===== src/hdl/gpt_pkg.sv =====
// Shared constants and types for the general-purpose timer block
package gpt_pkg;

	localparam int ADDR_W = 12;
	localparam int DATA_W = 32;

	// Register offsets (byte addresses)
	localparam logic [11:0] OFS_CONFIG = 12'h000;
	localparam logic [11:0] OFS_MODE = 12'h004;
	localparam logic [11:0] OFS_CONTROL = 12'h00c;
	localparam logic [11:0] OFS_INT_MASK = 12'h018;
	localparam logic [11:0] OFS_RAW_STATUS = 12'h01c;
	localparam logic [11:0] OFS_MASKED_STATUS = 12'h020;
	localparam logic [11:0] OFS_INT_CLEAR = 12'h024;
	localparam logic [11:0] OFS_INTERVAL_LOAD = 12'h028;
	localparam logic [11:0] OFS_MATCH_VALUE = 12'h030;
	localparam logic [11:0] OFS_PRESCALE = 12'h038;
	localparam logic [11:0] OFS_TIMER_VALUE = 12'h048;

	// Mode register fields
	localparam int MODE_MR_LSB = 0;
	localparam int MODE_CMR_BIT = 2;
	localparam int MODE_AMS_BIT = 3;

	// Control register fields
	localparam int CTL_EN_BIT = 0;
	localparam int CTL_EVENT_LSB = 2;
	localparam int CTL_CLK_STALL_OVR_BIT = 4;
	localparam int CTL_PWML_BIT = 6;

	// Status, mask and clear bit positions
	localparam int ST_TIMEOUT = 0;
	localparam int ST_EDGE_MATCH = 1;
	localparam int ST_CAPTURE = 2;
	localparam int ST_CLOCK_MATCH = 3;
	localparam int ST_W = 4;

	// Global configuration codes
	localparam logic [2:0] CFG_32_TIMER = 3'h0;
	localparam logic [2:0] CFG_32_CLOCK = 3'h1;
	localparam logic [2:0] CFG_16_SPLIT = 3'h4;

	// Timer-mode field codes
	localparam logic [1:0] MR_ONE_SHOT = 2'h1;
	localparam logic [1:0] MR_PERIODIC = 2'h2;
	localparam logic [1:0] MR_CAPTURE = 2'h3;

	// Event select codes
	localparam logic [1:0] EVT_RISE = 2'h0;
	localparam logic [1:0] EVT_FALL = 2'h1;

	// Reset values and the clock-mode start count
	localparam logic [31:0] RST_INTERVAL_LOAD = 32'hffffffff;
	localparam logic [31:0] RST_MATCH_VALUE = 32'hffffffff;
	localparam logic [31:0] RST_ZERO = 32'h00000000;
	localparam logic [31:0] CLOCK_START = 32'h00000001;

	// Last divider count: 32768 input rising edges per one-second tick of the clock-count mode
	localparam logic [14:0] CLOCK_DIV_LAST = 15'h7fff;

	typedef struct packed {
		logic [11:0] addr;
		logic [31:0] wdata;
		logic wr;
		logic rd;
	} gpt_bus_req_type;

	typedef enum logic [6:0] {
		OPM_IDLE = 7'b0000001,
		OPM_ONE_SHOT = 7'b0000010,
		OPM_PERIODIC = 7'b0000100,
		OPM_CLOCK = 7'b0001000,
		OPM_EDGE_COUNT = 7'b0010000,
		OPM_EDGE_TIME = 7'b0100000,
		OPM_PWM = 7'b1000000
	} gpt_opmode_type;

endpackage


===== src/hdl/gpt_edge_det.sv =====
// Capture pin synchroniser and selectable edge detector
`timescale 1ns/1ps
module gpt_edge_det
	import gpt_pkg::*;
(
	input wire logic clock_i,
	input wire logic sys_rst_i,
	input wire logic pin_i,
	input wire logic [1:0] event_sel_i,
	output logic event_o,
	output logic rise_o
);

	typedef struct packed {
		logic meta;
		logic sync;
		logic prev;
	} gpt_edge_state_type;

	gpt_edge_state_type s_q;
	gpt_edge_state_type s_d;
	logic rise;
	logic fall;

	// Only the second and third stages are compared
	always_comb begin
		s_d = s_q;
		s_d.meta = pin_i;
		s_d.sync = s_q.meta;
		s_d.prev = s_q.sync;
	end

	always_ff @(posedge clock_i) begin
		if (sys_rst_i) begin
			s_q <= '0;
		end else begin
			s_q <= s_d;
		end
	end

	assign rise = s_q.sync & ~s_q.prev;
	assign fall = ~s_q.sync & s_q.prev;
	assign rise_o = rise;

	always_comb begin
		case (event_sel_i)
			EVT_RISE: event_o = rise;
			EVT_FALL: event_o = fall;
			default: event_o = rise | fall;
		endcase
	end

endmodule


===== src/hdl/gpt_timer.sv =====
// General-purpose timer: one-shot, periodic, clock, capture and PWM
//
// Implementation choices: the placing of the registers and the strobed register port.
`timescale 1ns/1ps
module gpt_timer
	import gpt_pkg::*;
(
	input wire logic clock_i,
	input wire logic sys_rst_i,
	input wire gpt_bus_req_type bus_i,
	output logic [31:0] rdata_o,
	input wire logic ccp_i,
	output logic ccp_o,
	output logic ccp_oe_o
);

	typedef struct packed {
		logic [2:0] cfg;
		logic alt_mode;
		logic cap_mode;
		logic [1:0] mode;
		logic enable;
		logic [1:0] event_sel;
		logic stall_ovr;
		logic pwm_level;
		logic [ST_W-1:0] int_mask;
		logic [ST_W-1:0] raw;
		logic [31:0] load;
		logic [31:0] match;
		logic [7:0] prescale;
		logic [7:0] pre_cnt;
		logic [31:0] cnt;
		logic [15:0] captured;
		logic [14:0] clk_div;
		logic pwm_raw;
		logic pin_out;
		logic pin_oe;
		logic [31:0] rdata;
	} gpt_state_type;

	gpt_state_type s_q;
	gpt_state_type s_d;
	gpt_opmode_type opm;
	logic edge_evt;
	logic pin_rise;
	logic split;
	logic tick;
	logic [31:0] load_val;
	logic [31:0] match_val;
	logic [31:0] cnt_dec;
	logic [31:0] cnt_inc;
	logic [31:0] value_rd;
	logic [ST_W-1:0] set_st;
	logic [ST_W-1:0] clr_st;
	logic wr_cfg;
	logic wr_mode;
	logic wr_ctl;
	logic wr_imr;
	logic wr_icr;
	logic wr_load;
	logic wr_match;
	logic wr_pre;
	logic [15:0] edge_next;

	gpt_edge_det u_edge (
		.clock_i(clock_i),
		.sys_rst_i(sys_rst_i),
		.pin_i(ccp_i),
		.event_sel_i(s_q.event_sel),
		.event_o(edge_evt),
		.rise_o(pin_rise)
	);

	// Operating mode decode from configuration and mode fields
	always_comb begin
		opm = OPM_IDLE;
		case (s_q.cfg)
			CFG_32_TIMER: begin
				if (s_q.mode == MR_ONE_SHOT) begin
					opm = OPM_ONE_SHOT;
				end else if (s_q.mode == MR_PERIODIC) begin
					opm = OPM_PERIODIC;
				end
			end
			CFG_32_CLOCK: begin
				opm = OPM_CLOCK;
			end
			default: begin
				if (s_q.cfg[2]) begin
					if (s_q.alt_mode && !s_q.cap_mode &&
						s_q.mode == MR_PERIODIC) begin
						opm = OPM_PWM;
					end else if (s_q.mode == MR_CAPTURE) begin
						if (s_q.cap_mode) begin
							opm = OPM_EDGE_TIME;
						end else begin
							opm = OPM_EDGE_COUNT;
						end
					end else if (s_q.mode == MR_ONE_SHOT) begin
						opm = OPM_ONE_SHOT;
					end else if (s_q.mode == MR_PERIODIC) begin
						opm = OPM_PERIODIC;
					end
				end
			end
		endcase
	end

	assign split = s_q.cfg[2];
	assign load_val = split ? {16'h0000, s_q.load[15:0]} : s_q.load;
	assign match_val = split ? {16'h0000, s_q.match[15:0]} : s_q.match;
	assign cnt_dec = s_q.cnt - 32'h00000001;
	assign cnt_inc = s_q.cnt + 32'h00000001;
	assign edge_next = s_q.cnt[15:0] - 16'h0001;

	// Prescaler only in split one-shot and periodic modes
	always_comb begin
		tick = 1'b1;
		if (split && (opm == OPM_ONE_SHOT || opm == OPM_PERIODIC)) begin
			tick = (s_q.pre_cnt == 8'h00);
		end
	end

	// Register decode
	always_comb begin
		wr_cfg = bus_i.wr && bus_i.addr == OFS_CONFIG;
		wr_mode = bus_i.wr && bus_i.addr == OFS_MODE;
		wr_ctl = bus_i.wr && bus_i.addr == OFS_CONTROL;
		wr_imr = bus_i.wr && bus_i.addr == OFS_INT_MASK;
		wr_icr = bus_i.wr && bus_i.addr == OFS_INT_CLEAR;
		wr_load = bus_i.wr && bus_i.addr == OFS_INTERVAL_LOAD;
		wr_match = bus_i.wr && bus_i.addr == OFS_MATCH_VALUE;
		wr_pre = bus_i.wr && bus_i.addr == OFS_PRESCALE;
	end

	// Captured count is shown while in edge-time mode
	always_comb begin
		if (opm == OPM_EDGE_TIME) begin
			value_rd = {16'h0000, s_q.captured};
		end else if (split) begin
			value_rd = {16'h0000, s_q.cnt[15:0]};
		end else begin
			value_rd = s_q.cnt;
		end
	end

	always_comb begin
		s_d = s_q;
		set_st = '0;
		clr_st = wr_icr ? bus_i.wdata[ST_W-1:0] : '0;

		// Counting engine
		if (s_q.enable) begin
			case (opm)
				OPM_ONE_SHOT, OPM_PERIODIC: begin
					if (split) begin
						if (tick) begin
							s_d.pre_cnt = s_q.prescale;
						end else begin
							s_d.pre_cnt = s_q.pre_cnt - 8'h01;
						end
					end
					if (tick) begin
						if (s_q.cnt == 32'h00000000) begin
							s_d.cnt = load_val;
							set_st[ST_TIMEOUT] = 1'b1;
							if (opm == OPM_ONE_SHOT) begin
								s_d.enable = 1'b0;
							end
						end else begin
							s_d.cnt = cnt_dec;
						end
					end
				end
				OPM_CLOCK: begin
					if (pin_rise) begin
						s_d.clk_div = s_q.clk_div + 15'h0001;
						if (s_q.clk_div == CLOCK_DIV_LAST) begin
							if (s_q.cnt == s_q.match) begin
								s_d.cnt = RST_ZERO;
								set_st[ST_CLOCK_MATCH] = 1'b1;
							end else begin
								s_d.cnt = cnt_inc;
							end
						end
					end
				end
				OPM_EDGE_COUNT: begin
					if (edge_evt) begin
						if (edge_next == match_val[15:0]) begin
							s_d.cnt = load_val;
							s_d.enable = 1'b0;
							set_st[ST_EDGE_MATCH] = 1'b1;
						end else begin
							s_d.cnt = {16'h0000, edge_next};
						end
					end
				end
				OPM_EDGE_TIME: begin
					if (s_q.cnt[15:0] == 16'h0000) begin
						s_d.cnt = load_val;
					end else begin
						s_d.cnt = cnt_dec;
					end
					if (edge_evt) begin
						s_d.captured = s_q.cnt[15:0];
						set_st[ST_CAPTURE] = 1'b1;
					end
				end
				OPM_PWM: begin
					if (s_q.cnt[15:0] == 16'h0000) begin
						s_d.cnt = load_val;
					end else begin
						s_d.cnt = cnt_dec;
					end
					// Level from registered count only, so no glitches
					// Low half only: upper bits may be stale after reset
					if (s_q.cnt[15:0] == load_val[15:0]) begin
						s_d.pwm_raw = 1'b1;
					end else if (s_q.cnt[15:0] == match_val[15:0]) begin
						s_d.pwm_raw = 1'b0;
					end
				end
				default: begin
					s_d.cnt = s_q.cnt;
				end
			endcase
		end

		if (opm == OPM_PWM) begin
			set_st = '0;
		end

		// Set wins over a clear in the same cycle
		s_d.raw = (s_q.raw & ~clr_st) | set_st;

		s_d.pin_out = s_d.pwm_raw ^ s_d.pwm_level;
		s_d.pin_oe = (opm == OPM_PWM);

		// Software writes; setup assumed made with timer disabled
		if (wr_cfg) begin
			s_d.cfg = bus_i.wdata[2:0];
			if (bus_i.wdata[2:0] == CFG_32_CLOCK) begin
				s_d.cnt = CLOCK_START;
				s_d.clk_div = '0;
			end
		end
		if (wr_mode) begin
			s_d.mode = bus_i.wdata[MODE_MR_LSB +: 2];
			s_d.cap_mode = bus_i.wdata[MODE_CMR_BIT];
			s_d.alt_mode = bus_i.wdata[MODE_AMS_BIT];
		end
		if (wr_ctl) begin
			s_d.enable = bus_i.wdata[CTL_EN_BIT];
			s_d.event_sel = bus_i.wdata[CTL_EVENT_LSB +: 2];
			// Stored only: there is no halt input to stall on
			s_d.stall_ovr = bus_i.wdata[CTL_CLK_STALL_OVR_BIT];
			s_d.pwm_level = bus_i.wdata[CTL_PWML_BIT];
			s_d.pin_out = s_d.pwm_raw ^ bus_i.wdata[CTL_PWML_BIT];
			if (bus_i.wdata[CTL_EN_BIT] && !s_q.enable) begin
				s_d.pre_cnt = s_q.prescale;
			end
		end
		if (wr_imr) begin
			s_d.int_mask = bus_i.wdata[ST_W-1:0];
		end
		if (wr_load) begin
			s_d.load = bus_i.wdata;
			if (opm != OPM_CLOCK) begin
				// New start value seen on the next cycle
				s_d.cnt = split ? {16'h0000, bus_i.wdata[15:0]}
					: bus_i.wdata;
				s_d.pre_cnt = s_q.prescale;
			end
		end
		if (wr_match) begin
			s_d.match = bus_i.wdata;
		end
		if (wr_pre) begin
			s_d.prescale = bus_i.wdata[7:0];
		end

		// Read data valid only in the cycle after the strobe
		s_d.rdata = '0;
		if (bus_i.rd) begin
			case (bus_i.addr)
				OFS_CONFIG: s_d.rdata = {29'h0, s_q.cfg};
				OFS_MODE: s_d.rdata = {28'h0, s_q.alt_mode,
					s_q.cap_mode, s_q.mode};
				OFS_CONTROL: s_d.rdata = {25'h0, s_q.pwm_level, 1'b0,
					s_q.stall_ovr, s_q.event_sel, 1'b0, s_q.enable};
				OFS_INT_MASK: s_d.rdata = {28'h0, s_q.int_mask};
				OFS_RAW_STATUS: s_d.rdata = {28'h0, s_q.raw};
				OFS_MASKED_STATUS: s_d.rdata = {28'h0,
					s_q.raw & s_q.int_mask};
				OFS_INTERVAL_LOAD: s_d.rdata = s_q.load;
				OFS_MATCH_VALUE: s_d.rdata = s_q.match;
				OFS_PRESCALE: s_d.rdata = {24'h0, s_q.prescale};
				OFS_TIMER_VALUE: s_d.rdata = value_rd;
				default: s_d.rdata = '0;
			endcase
		end
	end

	always_ff @(posedge clock_i) begin
		if (sys_rst_i) begin
			s_q <= '0;
			s_q.load <= RST_INTERVAL_LOAD;
			s_q.match <= RST_MATCH_VALUE;
			s_q.cnt <= RST_INTERVAL_LOAD;
		end else begin
			s_q <= s_d;
		end
	end

	assign rdata_o = s_q.rdata;
	assign ccp_o = s_q.pin_out;
	assign ccp_oe_o = s_q.pin_oe;

endmodule


===== config.mk =====
export PLATFORM = sky130hd
export DESIGN_NAME = gpt_timer
export DESIGN_NICKNAME = d
export VERILOG_FILES = /design/src/hdl/gpt_pkg.sv /design/src/hdl/gpt_edge_det.sv /design/src/hdl/gpt_timer.sv
export SDC_FILE = /design/constraint.sdc
export NUM_CORES = 1
export LEC_CHECK = 0
export BUFFER_PORTS_ARGS = -buffer_cell sky130_fd_sc_hd__buf_2
export CORE_UTILIZATION = 61
export DETAILED_ROUTE_END_ITERATION = 7
export PLACE_DENSITY = 0.84
export SYNTH_ARGS = -nofsm -noshare
export SYNTH_HDL_FRONTEND = slang
export SYNTH_HIERARCHICAL = 1
export SYNTH_SLANG_ARGS = --single-unit

===== constraint.sdc =====
create_clock -name clock_i -period 4.35 [get_ports clock_i]
set_input_delay 0.87 -clock clock_i [delete_from_list [all_inputs] [get_ports clock_i]]
set_output_delay 0.87 -clock clock_i [all_outputs]
set_load 0.005 [all_outputs]

==> results of run 1 <==
[area by class of cell]
cell class                 instances  area, um^2  share of cell area, %
tap                              270         338                   2.40
timing repair buffer             164        1030                   7.30
sequential                       201        4020                   28.6
clock inverter                     3        36.3                  0.258
clock buffer                      34         667                   4.73
multi-input combinational       1311        7850                   55.7
inverter                          38         143                   1.01
[worst paths after layout]
kind | to | slack, ns | cells past startpoint
hold / removal | s_q[61] | 0.45 | 2
setup / recovery | s_q[67] | 0.46 | 12
hold reg to reg | s_q[61] | 0.45 | 2
setup reg to reg | s_q[67] | 0.46 | 12
[where the power goes]
part	total [mW]	switching (mW)	internal (mW)	leakage [nW]
Clock	1.86	0.800	1.06	0.341
Combinational	0.471	0.298	0.173	3.59
Sequential	1.90	0.0410	1.86	1.62
[through the flow]
step | cells | hold slack, ns | worst slack [ns] | utilization, % | instance area (um^2)
floorplan | 1724 | 0.414 | 0.912 | - | 12800
global placement | 1984 | 0.438 | 0.574 | 65.5 | 13400
finish | 2021 | 0.453 | 0.457 | 69.0 | 14100
global route | 2021 | 0.462 | 0.268 | 69.0 | 14100
CTS | 2021 | 0.453 | 0.500 | 69.0 | 14100
detailed placement | 1984 | 0.443 | 0.536 | 65.5 | 13400
[cells in the final DEF (no fill, tap or decap), drive strengths merged, types with 18 or more instances in the layout]
| cell type | count |
|---|---|
| nand2 | 264 |
| dfxtp | 201 |
| buf | 164 |
| nor2 | 160 |
| a21oi | 136 |
| o21ai | 73 |
| nand3 | 58 |
| xor2 | 51 |
| nor3 | 50 |
| nand3b | 45 |
| xnor2 | 42 |
| inv | 39 |
| clkbuf | 34 |
| a222oi | 32 |
| nand4 | 31 |
| nor4 | 31 |
| and3 | 23 |
| a31oi | 23 |
| o211ai | 22 |
| mux2 | 18 |
[sequential cells by signal, summed over array words and instances (netlist names)]
name        cells
u_edge/s_d      2
ccp_oe_o        1
u_edge/s_q      1
s_q           164
ccp_o           1
rdata_o        32
[worst reg2reg max path: cells and delay by family (launching register included)]
family                     cells  cell delay (ns)
adders and majority gates      1             0.40
xor gates and xnor gates       1             0.21
AOI/OAI and AO/OA              3             0.48
DFF                            1             0.44
buffers and inverters          2             0.34
and+or+nand+nor                5             1.92
[metal layers]
| layer | up-vias | wire length, um | part of all wire, % | track usage (%) |
|---|---|---|---|---|
| met3 | 246 | 6430 | 13 | 10.4 |
| met4 | 0 | 3080 | 6.1 | 23.2 |
| met1 | 6561 | 18800 | 37 | 59.0 |
| met2 | 1076 | 22300 | 44 | 73.5 |
| li1 | 6240 | - | - | - |
| met5 | - | 0 | 0 | 0 |
[cell families after synthesis]
kind of cell    count (synthesis)
mux                            30
xor+xnor                       93
compound gates                425
simple gates                  750
fa+ha+maj                      13
buf+inv                       212
flops                         201
==> qor.csv, run 1 <==
stage,metric,value,unit
clock_tree,CTS tree,done,
critical_path,CP dominant cell by count,a211o_1,
clock_tree,Clock Sinks,201,
route,initial drt markers,2118,
clock_tree,Clock Tree Buf Depth,3,
clock_tree,Skew-Pair Late Insertion Delay,0.54,ns
place,DP HPWL,36.1,mm
global_route,vias in the first global route,13200,
yosys,main combinational cell family by area after synthesis,simple AND/OR/NAND/NOR gates,
timing,Tmin final,3.89,ns
yosys,#FFs+latches synth,201,
worst_hold_path,worst hold-check path type,reg2reg,
yosys,post-synthesis xor/xnor area fraction,6.35,%
timing,RSZ-0062 raised after global routing,false,
global_route,initial antenna violation count,0,
yosys,Unique masters post-synth,86,
yosys,complex-gate fraction of the synthesized area,22.0,%
final_layout,Area Growth Syn to Fin,9.90,%
place,GPL Wtd Cong,1.04,
timing,final setup fails,0,
route,DR vias,14100,
critical_path,CP top delay family,simple AND/OR/NAND/NOR gates,
critical_path,cells along the critical path,inv_1 -> ha_1 -> nor3b_2 -> nand2_1 -> xnor2_1 -> or4b_1 -> or4_1 -> buf_4 -> nor2_2 -> a211o_1 -> a221oi_1 -> a211o_1,
timing,final hold viol count,0,
status,status,finished with violations,
critical_path,Critical-path top delay cell,or4b_1,
route,average vias per placed instance,6.99,
timing,Worst Skew,0.0256,ns
yosys,area share of fa/ha/maj cells after synthesis,1.27,%
yosys,post-synthesis instance total,1724,
yosys,Mapped Area,0.0128,mm^2
status,violated checks,design-rule violations,
global_route,first-pass GRT wire length,77.3,mm
critical_path,Crit Path Category,reg2reg,
final_layout,layout cells sized above 1,13.7,%
timing,setup TNS,0,ns
die,Die Wd,147,um
yosys,post-synth top area cell,dfxtp_1,
yosys,Synth Net Count,1786,
yosys,Area contributors post-synth,"dfxtp_1 31%, nand2_1 7.7%, a21oi_1 5.3%",
global_route,Total GRT Usage,46.2,%
timing,ratio of final minimum period to clock period,89.5,%
timing,Slew HR,28.6,%
critical_path,crit start category,flop,
critical_path,"Req. time, crit path",4.78,ns
yosys,Synth top area share,31.4,%
worst_hold_path,HP Start,s_q[61],
clock_tree,"Reg clk slew, reported paths",0.06,ns
clock_tree,post-CTS sizing,0,
yosys,Synth top cells by count,"263 x nand2_1, 201 x dfxtp_1, 158 x nor2_1",
pwr,post-layout power,4.23,mW
route,average wire per standard cell,25.1,um
global_route,gr ovfl total,0,
clock_tree,CTS root buffer,clkbuf_16,
clock_tree,# H-tree levels,1,
route,Post-Route WL,50.7,mm
job,Max-cap violations,0,
clock_tree,"Setup Fix Bufs, Post-CTS",0,
final_layout,Fillers,1669,
yosys,Yosys Warn Count,6,
die,initial core utilization,62.7,%
critical_path,CP Capture Type,flop,
yosys,predominant post-synthesis flop cell,dfxtp_1,
final_layout,Antenna diodes,0,
critical_path,crit-path max cell delay,0.54,ns
yosys,simple-gate share of the synthesized area,29.1,%
pwr,P_leak,5.56,nW
yosys,mean post-synth cell area,7.44,um^2
route,drt first pass iters,8,
yosys,asr flop ratio synth,0,%
timing,worst slew pin tran,1.07,ns
clock_tree,hold_buf cts,0,
critical_path,"Arr. time, crit path",4.32,ns
critical_path,worst reg2reg startpoint,s_q[67],
pwr,peak supply drop,0.000339,V
critical_path,buffer and inverter count on the worst path,2,
yosys,mux cell area share after synthesis,2.52,%
final_layout,final-stage net count,1801,
die,Ports,83,
die,Core ar.,0.0204,mm^2
yosys,part of the Yosys area used for sequential elements,31.4,%
pwr,Cell Pwr Density,300,mW/mm^2
clock_tree,CTS buffer count,23,
route,final antenna-violating net count,0,
timing,Max Slew Vio Count,0,
die,die height,147,um
critical_path,Worst Setup SP,s_q[67],
place,number of port buffers,82,
die,Site Rows,52,
yosys,most common cell in the synthesized netlist,nand2_1,
yosys,number of flops mapped to enable cells by yosys,0,
die,Die ar.,0.0216,mm^2
timing,Fmax,257,MHz
route,# DRC,4,
global_route,pin count of the biggest net entering global routing,76,
critical_path,crit path max fanout,12,
(Power assumes the default switching activity.)
==> run 2: changes to the inputs <==
--- a/config.mk
+++ b/config.mk
@@ -6,9 +6,9 @@
 export NUM_CORES = 1
 export LEC_CHECK = 0
 export BUFFER_PORTS_ARGS = -buffer_cell sky130_fd_sc_hd__buf_2
-export CORE_UTILIZATION = 61
+export CORE_UTILIZATION = 45
 export DETAILED_ROUTE_END_ITERATION = 7
-export PLACE_DENSITY = 0.84
+export PLACE_DENSITY = 0.66
 export SYNTH_ARGS = -nofsm -noshare
 export SYNTH_HDL_FRONTEND = slang
 export SYNTH_HIERARCHICAL = 1
==> run 2 against run 1 <==
The flow now finishes without violations. Routed wire length grew 6.9%. Critical endpoint is now s_q[190]. Power grew 9.4%. Worst setup slack lost 0.025 ns. Final cell count grew 6.6%. Highest routed layer unchanged. Global-route usage shrank 9.4 points. Hold slack gained 0.0015 ns. Sequential cell count is the same. Maximum frequency shrank 0.65%. Largest power group is now clock.
==> qor.csv, run 2 (synthesis gave the netlist of run 1 again) <==
stage,metric,value,unit,change
timing,final setup fails,0,,unchanged
final_layout,most frequent cells in the layout,"263 x nand2_1, 201 x dfxtp_1, 157 x nor2_1",,
timing,Max Slew Vio Count,0,,unchanged
critical_path,crit path max fanout,14,,+2
route,average vias per placed instance,6.43,,-8.0%
clock_tree,# H-tree levels,1,,unchanged
route,Post-Route WL,54.2,mm,+6.9%
pwr,peak supply drop,0.000351,V,+3.6%
timing,Fin Hold WS,0.454,ns,+0.00154 ns
pwr,Cell Pwr Density,318,mW/mm^2,+5.9%
final_layout,final non-filler cell total,2154,,+6.6%
route,average wire per standard cell,25.1,um,+0.31%
critical_path,CP Capture Type,flop,,
route,drt first pass iters,7,,-1
final_layout,layout cells sized above 1,15.2,%,+1.5 points
place,number of port buffers,82,,unchanged
status,status,"finished, final reports clean",,
route,final antenna-violating net count,0,,unchanged
global_route,initial antenna violation count,0,,unchanged
critical_path,"Req. time, crit path",4.73,ns,-0.05 ns
critical_path,"Arr. time, crit path",4.30,ns,-0.02 ns
final_layout,post-route cell area,0.0146,mm^2,+3.3%
timing,RSZ-0062 raised after global routing,false,,
die,Ports,83,,unchanged
clock_tree,Clock Sinks,201,,unchanged
route,DR vias,13900,,-1.9%
clock_tree,hold_buf cts,0,,unchanged
final_layout,Antenna diodes,0,,unchanged
final_layout,Area Growth Syn to Fin,13.5,%,
die,initial core utilization,45.9,%,-17 points
timing,Worst Skew,0.0193,ns,-0.00632 ns
timing,final hold viol count,0,,unchanged
clock_tree,Clock Tree Buf Depth,3,,unchanged
global_route,vias in the first global route,13100,,-0.99%
die,Die Wd,171,um,+16%
global_route,Total GRT Usage,36.8,%,-9.4 points
route,initial drt markers,1914,,-9.6%
clock_tree,"Setup Fix Bufs, Post-CTS",0,,unchanged
final_layout,final-stage net count,1820,,+1.1%
clock_tree,CTS buffer count,24,,+4.3%
clock_tree,Skew-Pair Late Insertion Delay,0.54,ns,about the same
die,Core ar.,0.0279,mm^2,+37%
timing,Tmin final,3.92,ns,+0.0254 ns
global_route,gr ovfl total,0,,unchanged
critical_path,crit start category,flop,,
clock_tree,CTS tree,done,,
die,die height,171,um,+16%
timing,Fmax,255,MHz,-0.65%
pwr,P_leak,5.73,nW,+3.1%
route,# DRC,0,,-4
pwr,post-layout power,4.63,mW,+9.4%
final_layout,"commonest non-fill, non-tap cell in the layout",nand2_1,,
timing,setup TNS,0,ns,unchanged
global_route,first-pass GRT wire length,80.3,mm,+3.9%
clock_tree,"Reg clk slew, reported paths",0.07,ns,about the same
timing,ratio of final minimum period to clock period,90.1,%,+0.58 points
global_route,pin count of the biggest net entering global routing,81,,+6.6%
worst_hold_path,worst hold-check path type,reg2reg,,
place,GPL Wtd Cong,1.04,,-0.39%
clock_tree,post-CTS sizing,0,,unchanged
place,dpl cell area,0.0137,mm^2,+2.1%
job,Max-cap violations,0,,unchanged
die,Site Rows,61,,+17%
timing,Slew HR,34.9,%,+6.3 points
die,Die ar.,0.0292,mm^2,+35%
clock_tree,CTS root buffer,clkbuf_16,,
final_layout,max FFs per register,164,,unchanged
final_layout,Top reg by flops,s_q,,
timing,worst slew pin tran,0.976,ns,-0.0910 ns
place,dpl cells,2110,,+6.4%
critical_path,Crit Path Category,reg2reg,,
place,DP HPWL,39.9,mm,+11%
## run 2: stage by stage
stage / util [%] / setup slack (ns)
finish: 52.1 / 0.432
global route: 52.1 / 0.290
CTS: 52.1 / 0.483
detailed placement: 48.9 / 0.496
global placement: 48.9 / 0.573
floorplan: - / 0.912
## run 2: worst max-delay path: stages (launching register included)
cell,delay (ns)
dfxtp_1,0.65
inv_1,0.17
ha_1,0.39
xnor2_1,0.14
or3_1,0.37
or4b_1,0.56
or4_1,0.80
nor2_8,0.33
a21oi_1,0.09
o211ai_1,0.18
a21oi_1,0.08
## run 2: metal layers
metal | up-vias | track usage [%] | share of wire [%]
met1 | 6565 | 45.6 | 40
met5 | - | 0 | 0
met4 | 0 | 22.0 | 6.4
met2 | 832 | 59.7 | 45
li1 | 6271 | - | -
met3 | 184 | 6.48 | 8.6
## run 2: final timing paths
kind                            startpoint  endpoint  slack (ns)  depth (start not counted)
worst min-delay path               s_q[58]   s_q[58]        0.45                          2
worst max register to register     s_q[66]  s_q[190]        0.43                         10
worst max-delay path               s_q[66]  s_q[190]        0.43                         10
worst min register to register     s_q[58]   s_q[58]        0.45                          2
## run 2: layout make-up
type | count | area [um^2]
clock buffer | 30 | 674
clock inverter | 14 | 211
fill | 2802 | 13400
inverter | 38 | 143
multi-input combinational | 1311 | 7850
sequential | 201 | 4020
tap | 378 | 473
timing repair buffer | 182 | 1180
## run 2: report_power, final
group | switching, mW | internal (mW)
sequential | 0.0361 | 1.86
clock | 0.864 | 1.40
combinational | 0.297 | 0.173
total | 1.20 | 3.43
==> run 3: changes to the inputs <==
==> constraint.sdc (replaced) <==
create_clock -name clock_i -period 4.35 [get_ports clock_i]
set_input_delay 0.2175 -clock clock_i [delete_from_list [all_inputs] [get_ports clock_i]]
set_output_delay 0.2175 -clock clock_i [all_outputs]
set_load 0.005 [all_outputs]
==> run 3 against run 2 <==
Maximum frequency grew 1.2%. Count of clock-buffer cells in the layout grew 2. Sequential power is essentially flat. Final cell count grew 0.93%. Combinational power grew 4%. Global-route usage grew 0.26 points. Via count grew 0.82%. Clock skew grew 0.0094 ns. First-iteration DRC count shrank 7.7%.
==> qor.csv, run 3 (synthesis gave the netlist of run 1 again) <==
stage,metric,value,unit,change
status,status,"finished, final reports clean",,
worst_hold_path,HP Start,bus_i[8],,
die,Die ar.,0.0292,mm^2,unchanged
place,dpl cell area,0.0136,mm^2,-0.61%
critical_path,worst-case reg-to-reg path depth,11,,+1
critical_path,"Arr. time, crit path",4.27,ns,-0.03 ns
pwr,peak supply drop,0.000262,V,-25%
route,average wire per standard cell,25.1,um,-0.30%
route,final antenna-violating net count,0,,unchanged
final_layout,register area,0.00402,mm^2,unchanged
timing,final hold viol count,0,,unchanged
route,DR vias,14000,,+0.82%
pwr,P_leak,5.78,nW,+0.85%
critical_path,crit start category,flop,,
critical_path,buffer and inverter count on the worst path,1,,unchanged
global_route,grt met2 use,59.1,%,-0.59 points
pwr,sw frac,26.1,%,+0.29 points
place,number of port buffers,82,,unchanged
die,Ports,83,,unchanged
timing,Fin Hold WS,0.0126,ns,-0.442 ns
clock_tree,Skew-Pair Late Insertion Delay,0.54,ns,about the same
critical_path,Critical-path top delay cell,or4_1,,
pwr,Flop pwr share,42.3,%,+1.4 points
critical_path,CP dominant cell by count,a21oi_1,,
clock_tree,"Setup Fix Bufs, Post-CTS",0,,unchanged
timing,Slew HR,34.9,%,about the same
critical_path,cells along the critical path,inv_1 -> ha_1 -> nor3b_2 -> nand2_1 -> xnor2_1 -> or4b_1 -> or4_1 -> nor2_8 -> a21oi_1 -> o211ai_1 -> a21oi_1,,
global_route,pin count of the biggest net entering global routing,53,,-35%
die,die height,171,um,unchanged
critical_path,crit-path max cell delay,0.80,ns,about the same
timing,Tmin final,3.87,ns,-0.0476 ns
final_layout,final-stage net count,1838,,+0.99%
critical_path,CP top delay family,simple AND/OR/NAND/NOR gates,,
pwr,Cell Pwr Density,305,mW/mm^2,-4.0%
pwr,Int Power,3.32,mW,-3.4%
global_route,initial antenna violation count,3,,+3
timing,Max Slew Vio Count,0,,unchanged
critical_path,reg2reg end,s_q[190],,
route,drt first pass iters,6,,-1
route,average vias per placed instance,6.42,,-0.10%
die,Core ar.,0.0279,mm^2,unchanged
final_layout,Multi-input gate area,0.00786,mm^2,about the same
pwr,net switching power,1.17,mW,-1.9%
global_route,first-pass GRT wire length,80.6,mm,+0.42%
timing,RSZ-0062 raised after global routing,false,,
final_layout,layout cells sized above 1,14.6,%,-0.65 points
timing,final setup fails,0,,unchanged
global_route,Total GRT Usage,37.1,%,+0.26 points
timing,ratio of final minimum period to clock period,89.0,%,-1.1 points
final_layout,most frequent cells in the layout,"263 x nand2_1, 201 x dfxtp_1, 157 x nor2_1",,
final_layout,Top reg by flops,s_q,,
global_route,GR peak layer,met2,,
job,Max-cap violations,0,,unchanged
final_layout,post-route cell area,0.0147,mm^2,+1.0%
die,Site Rows,61,,unchanged
clock_tree,CTS buffer count,24,,unchanged
final_layout,Area Growth Syn to Fin,14.7,%,
critical_path,crit path max fanout,9,,-5
route,initial drt markers,1767,,-7.7%
clock_tree,hold_buf cts,28,,+28
critical_path,worst reg2reg startpoint,s_q[66],,
pwr,clock network power share,46.9,%,-2.0 points
timing,Worst Skew,0.0287,ns,+0.00940 ns
final_layout,Fillers,2743,,-2.1%
critical_path,Crit Path Category,reg2reg,,
critical_path,CP Capture Type,flop,,
route,Post-Route WL,54.5,mm,+0.63%
critical_path,"Req. time, crit path",4.75,ns,+0.02 ns
clock_tree,CTS tree,done,,
clock_tree,Clock Sinks,201,,unchanged
timing,worst slew pin tran,0.976,ns,-0.000141 ns
final_layout,max FFs per register,164,,unchanged
place,DP Worst Slack,0.620,ns,+0.124 ns
global_route,met3 global-route usage,6.01,%,-0.46 points
final_layout,"commonest non-fill, non-tap cell in the layout",nand2_1,,
clock_tree,Clock Tree Buf Depth,3,,unchanged
timing,setup TNS,0,ns,unchanged
clock_tree,post-CTS sizing,0,,unchanged
place,DP HPWL,39.8,mm,-0.29%
timing,Fmax,258,MHz,+1.2%
global_route,M1 GR Usage,47.2,%,+1.6 points
route,# DRC,0,,unchanged
die,Die Wd,171,um,unchanged
clock_tree,CTS root buffer,clkbuf_16,,
worst_hold_path,Min-Delay Endpoint,s_q[112],,
clock_tree,"Reg clk slew, reported paths",0.07,ns,about the same
critical_path,flop2flop setup slack,0.48,ns,+0.05 ns
pwr,power share of the combinational group,10.9,%,+0.7 points
clock_tree,# H-tree levels,1,,unchanged
worst_hold_path,worst hold-check path type,in2reg,,
worst_hold_path,Hold Path Stages,3,,+1
global_route,vias in the first global route,12900,,-1.3%
timing,final worst slack,0.480,ns,+0.0476 ns
global_route,gr ovfl total,0,,unchanged
die,initial core utilization,45.9,%,unchanged
place,GPL Wtd Cong,0.995,,-3.9%
==> run 3: worst max-delay path by stage <==
stage	startpoint	to	slack (ns)	depth (start not counted)
after global placement	s_q[66]	s_q[190]	0.68	11
after floorplan	s_q[66]	s_q[79]	0.91	14
after detailed placement	s_q[66]	s_q[190]	0.62	11
after CTS	s_q[66]	s_q[190]	0.60	11
final	s_q[66]	s_q[190]	0.48	11
after global routing	s_q[66]	s_q[77]	0.36	11
==> run 3: metal layers <==
metal  share of wire, %  routed length [um]  vias up
li1                   -                   -     6298
met1                 41               22100     6678
met2                 44               24100      816
met3                8.7                4770      174
met4                6.5                3530        0
met5                  0                   0        -
==> run 3: power by group through the flow <==
stage          sequential, mW  combinational [mW]  clock [mW]
6_report                 1.90               0.488        2.10
5_1_grt                  1.90               0.520        2.20
4_1_cts                  1.89               0.475        2.14
3_5_place_dp             1.94               0.453           0
3_3_place_gp             1.94               0.455           0
2_1_floorplan            1.91               0.314           0
==> run 3: cell type report <==
class	instances	share of cell area [%]
Multi-Input combinational cell	1311	53.4
Sequential cell	201	27.4
Timing Repair Buffer	200	9.31
Clock buffer	32	4.84
Tap cell	378	3.22
Inverter	38	0.970
Clock inverter	11	0.817
Antenna cell	3	0.0511
==> run 3: worst min-delay path, stage by stage <==
cell and delay, ns:
buf_2 0.15, nand3_1 0.08, a21oi_1 0.06
==> run 3: per-stage QoR <==
step / std cells / total power [mW] / utilization (%)
finish: 2174 / 4.49 / 52.6
global route: 2173 / 4.61 / 52.6
CTS: 2171 / 4.51 / 52.6
detailed placement: 2100 / 2.39 / 48.6
global placement: 2100 / 2.39 / 48.6
floorplan: 1724 / 2.22 / -
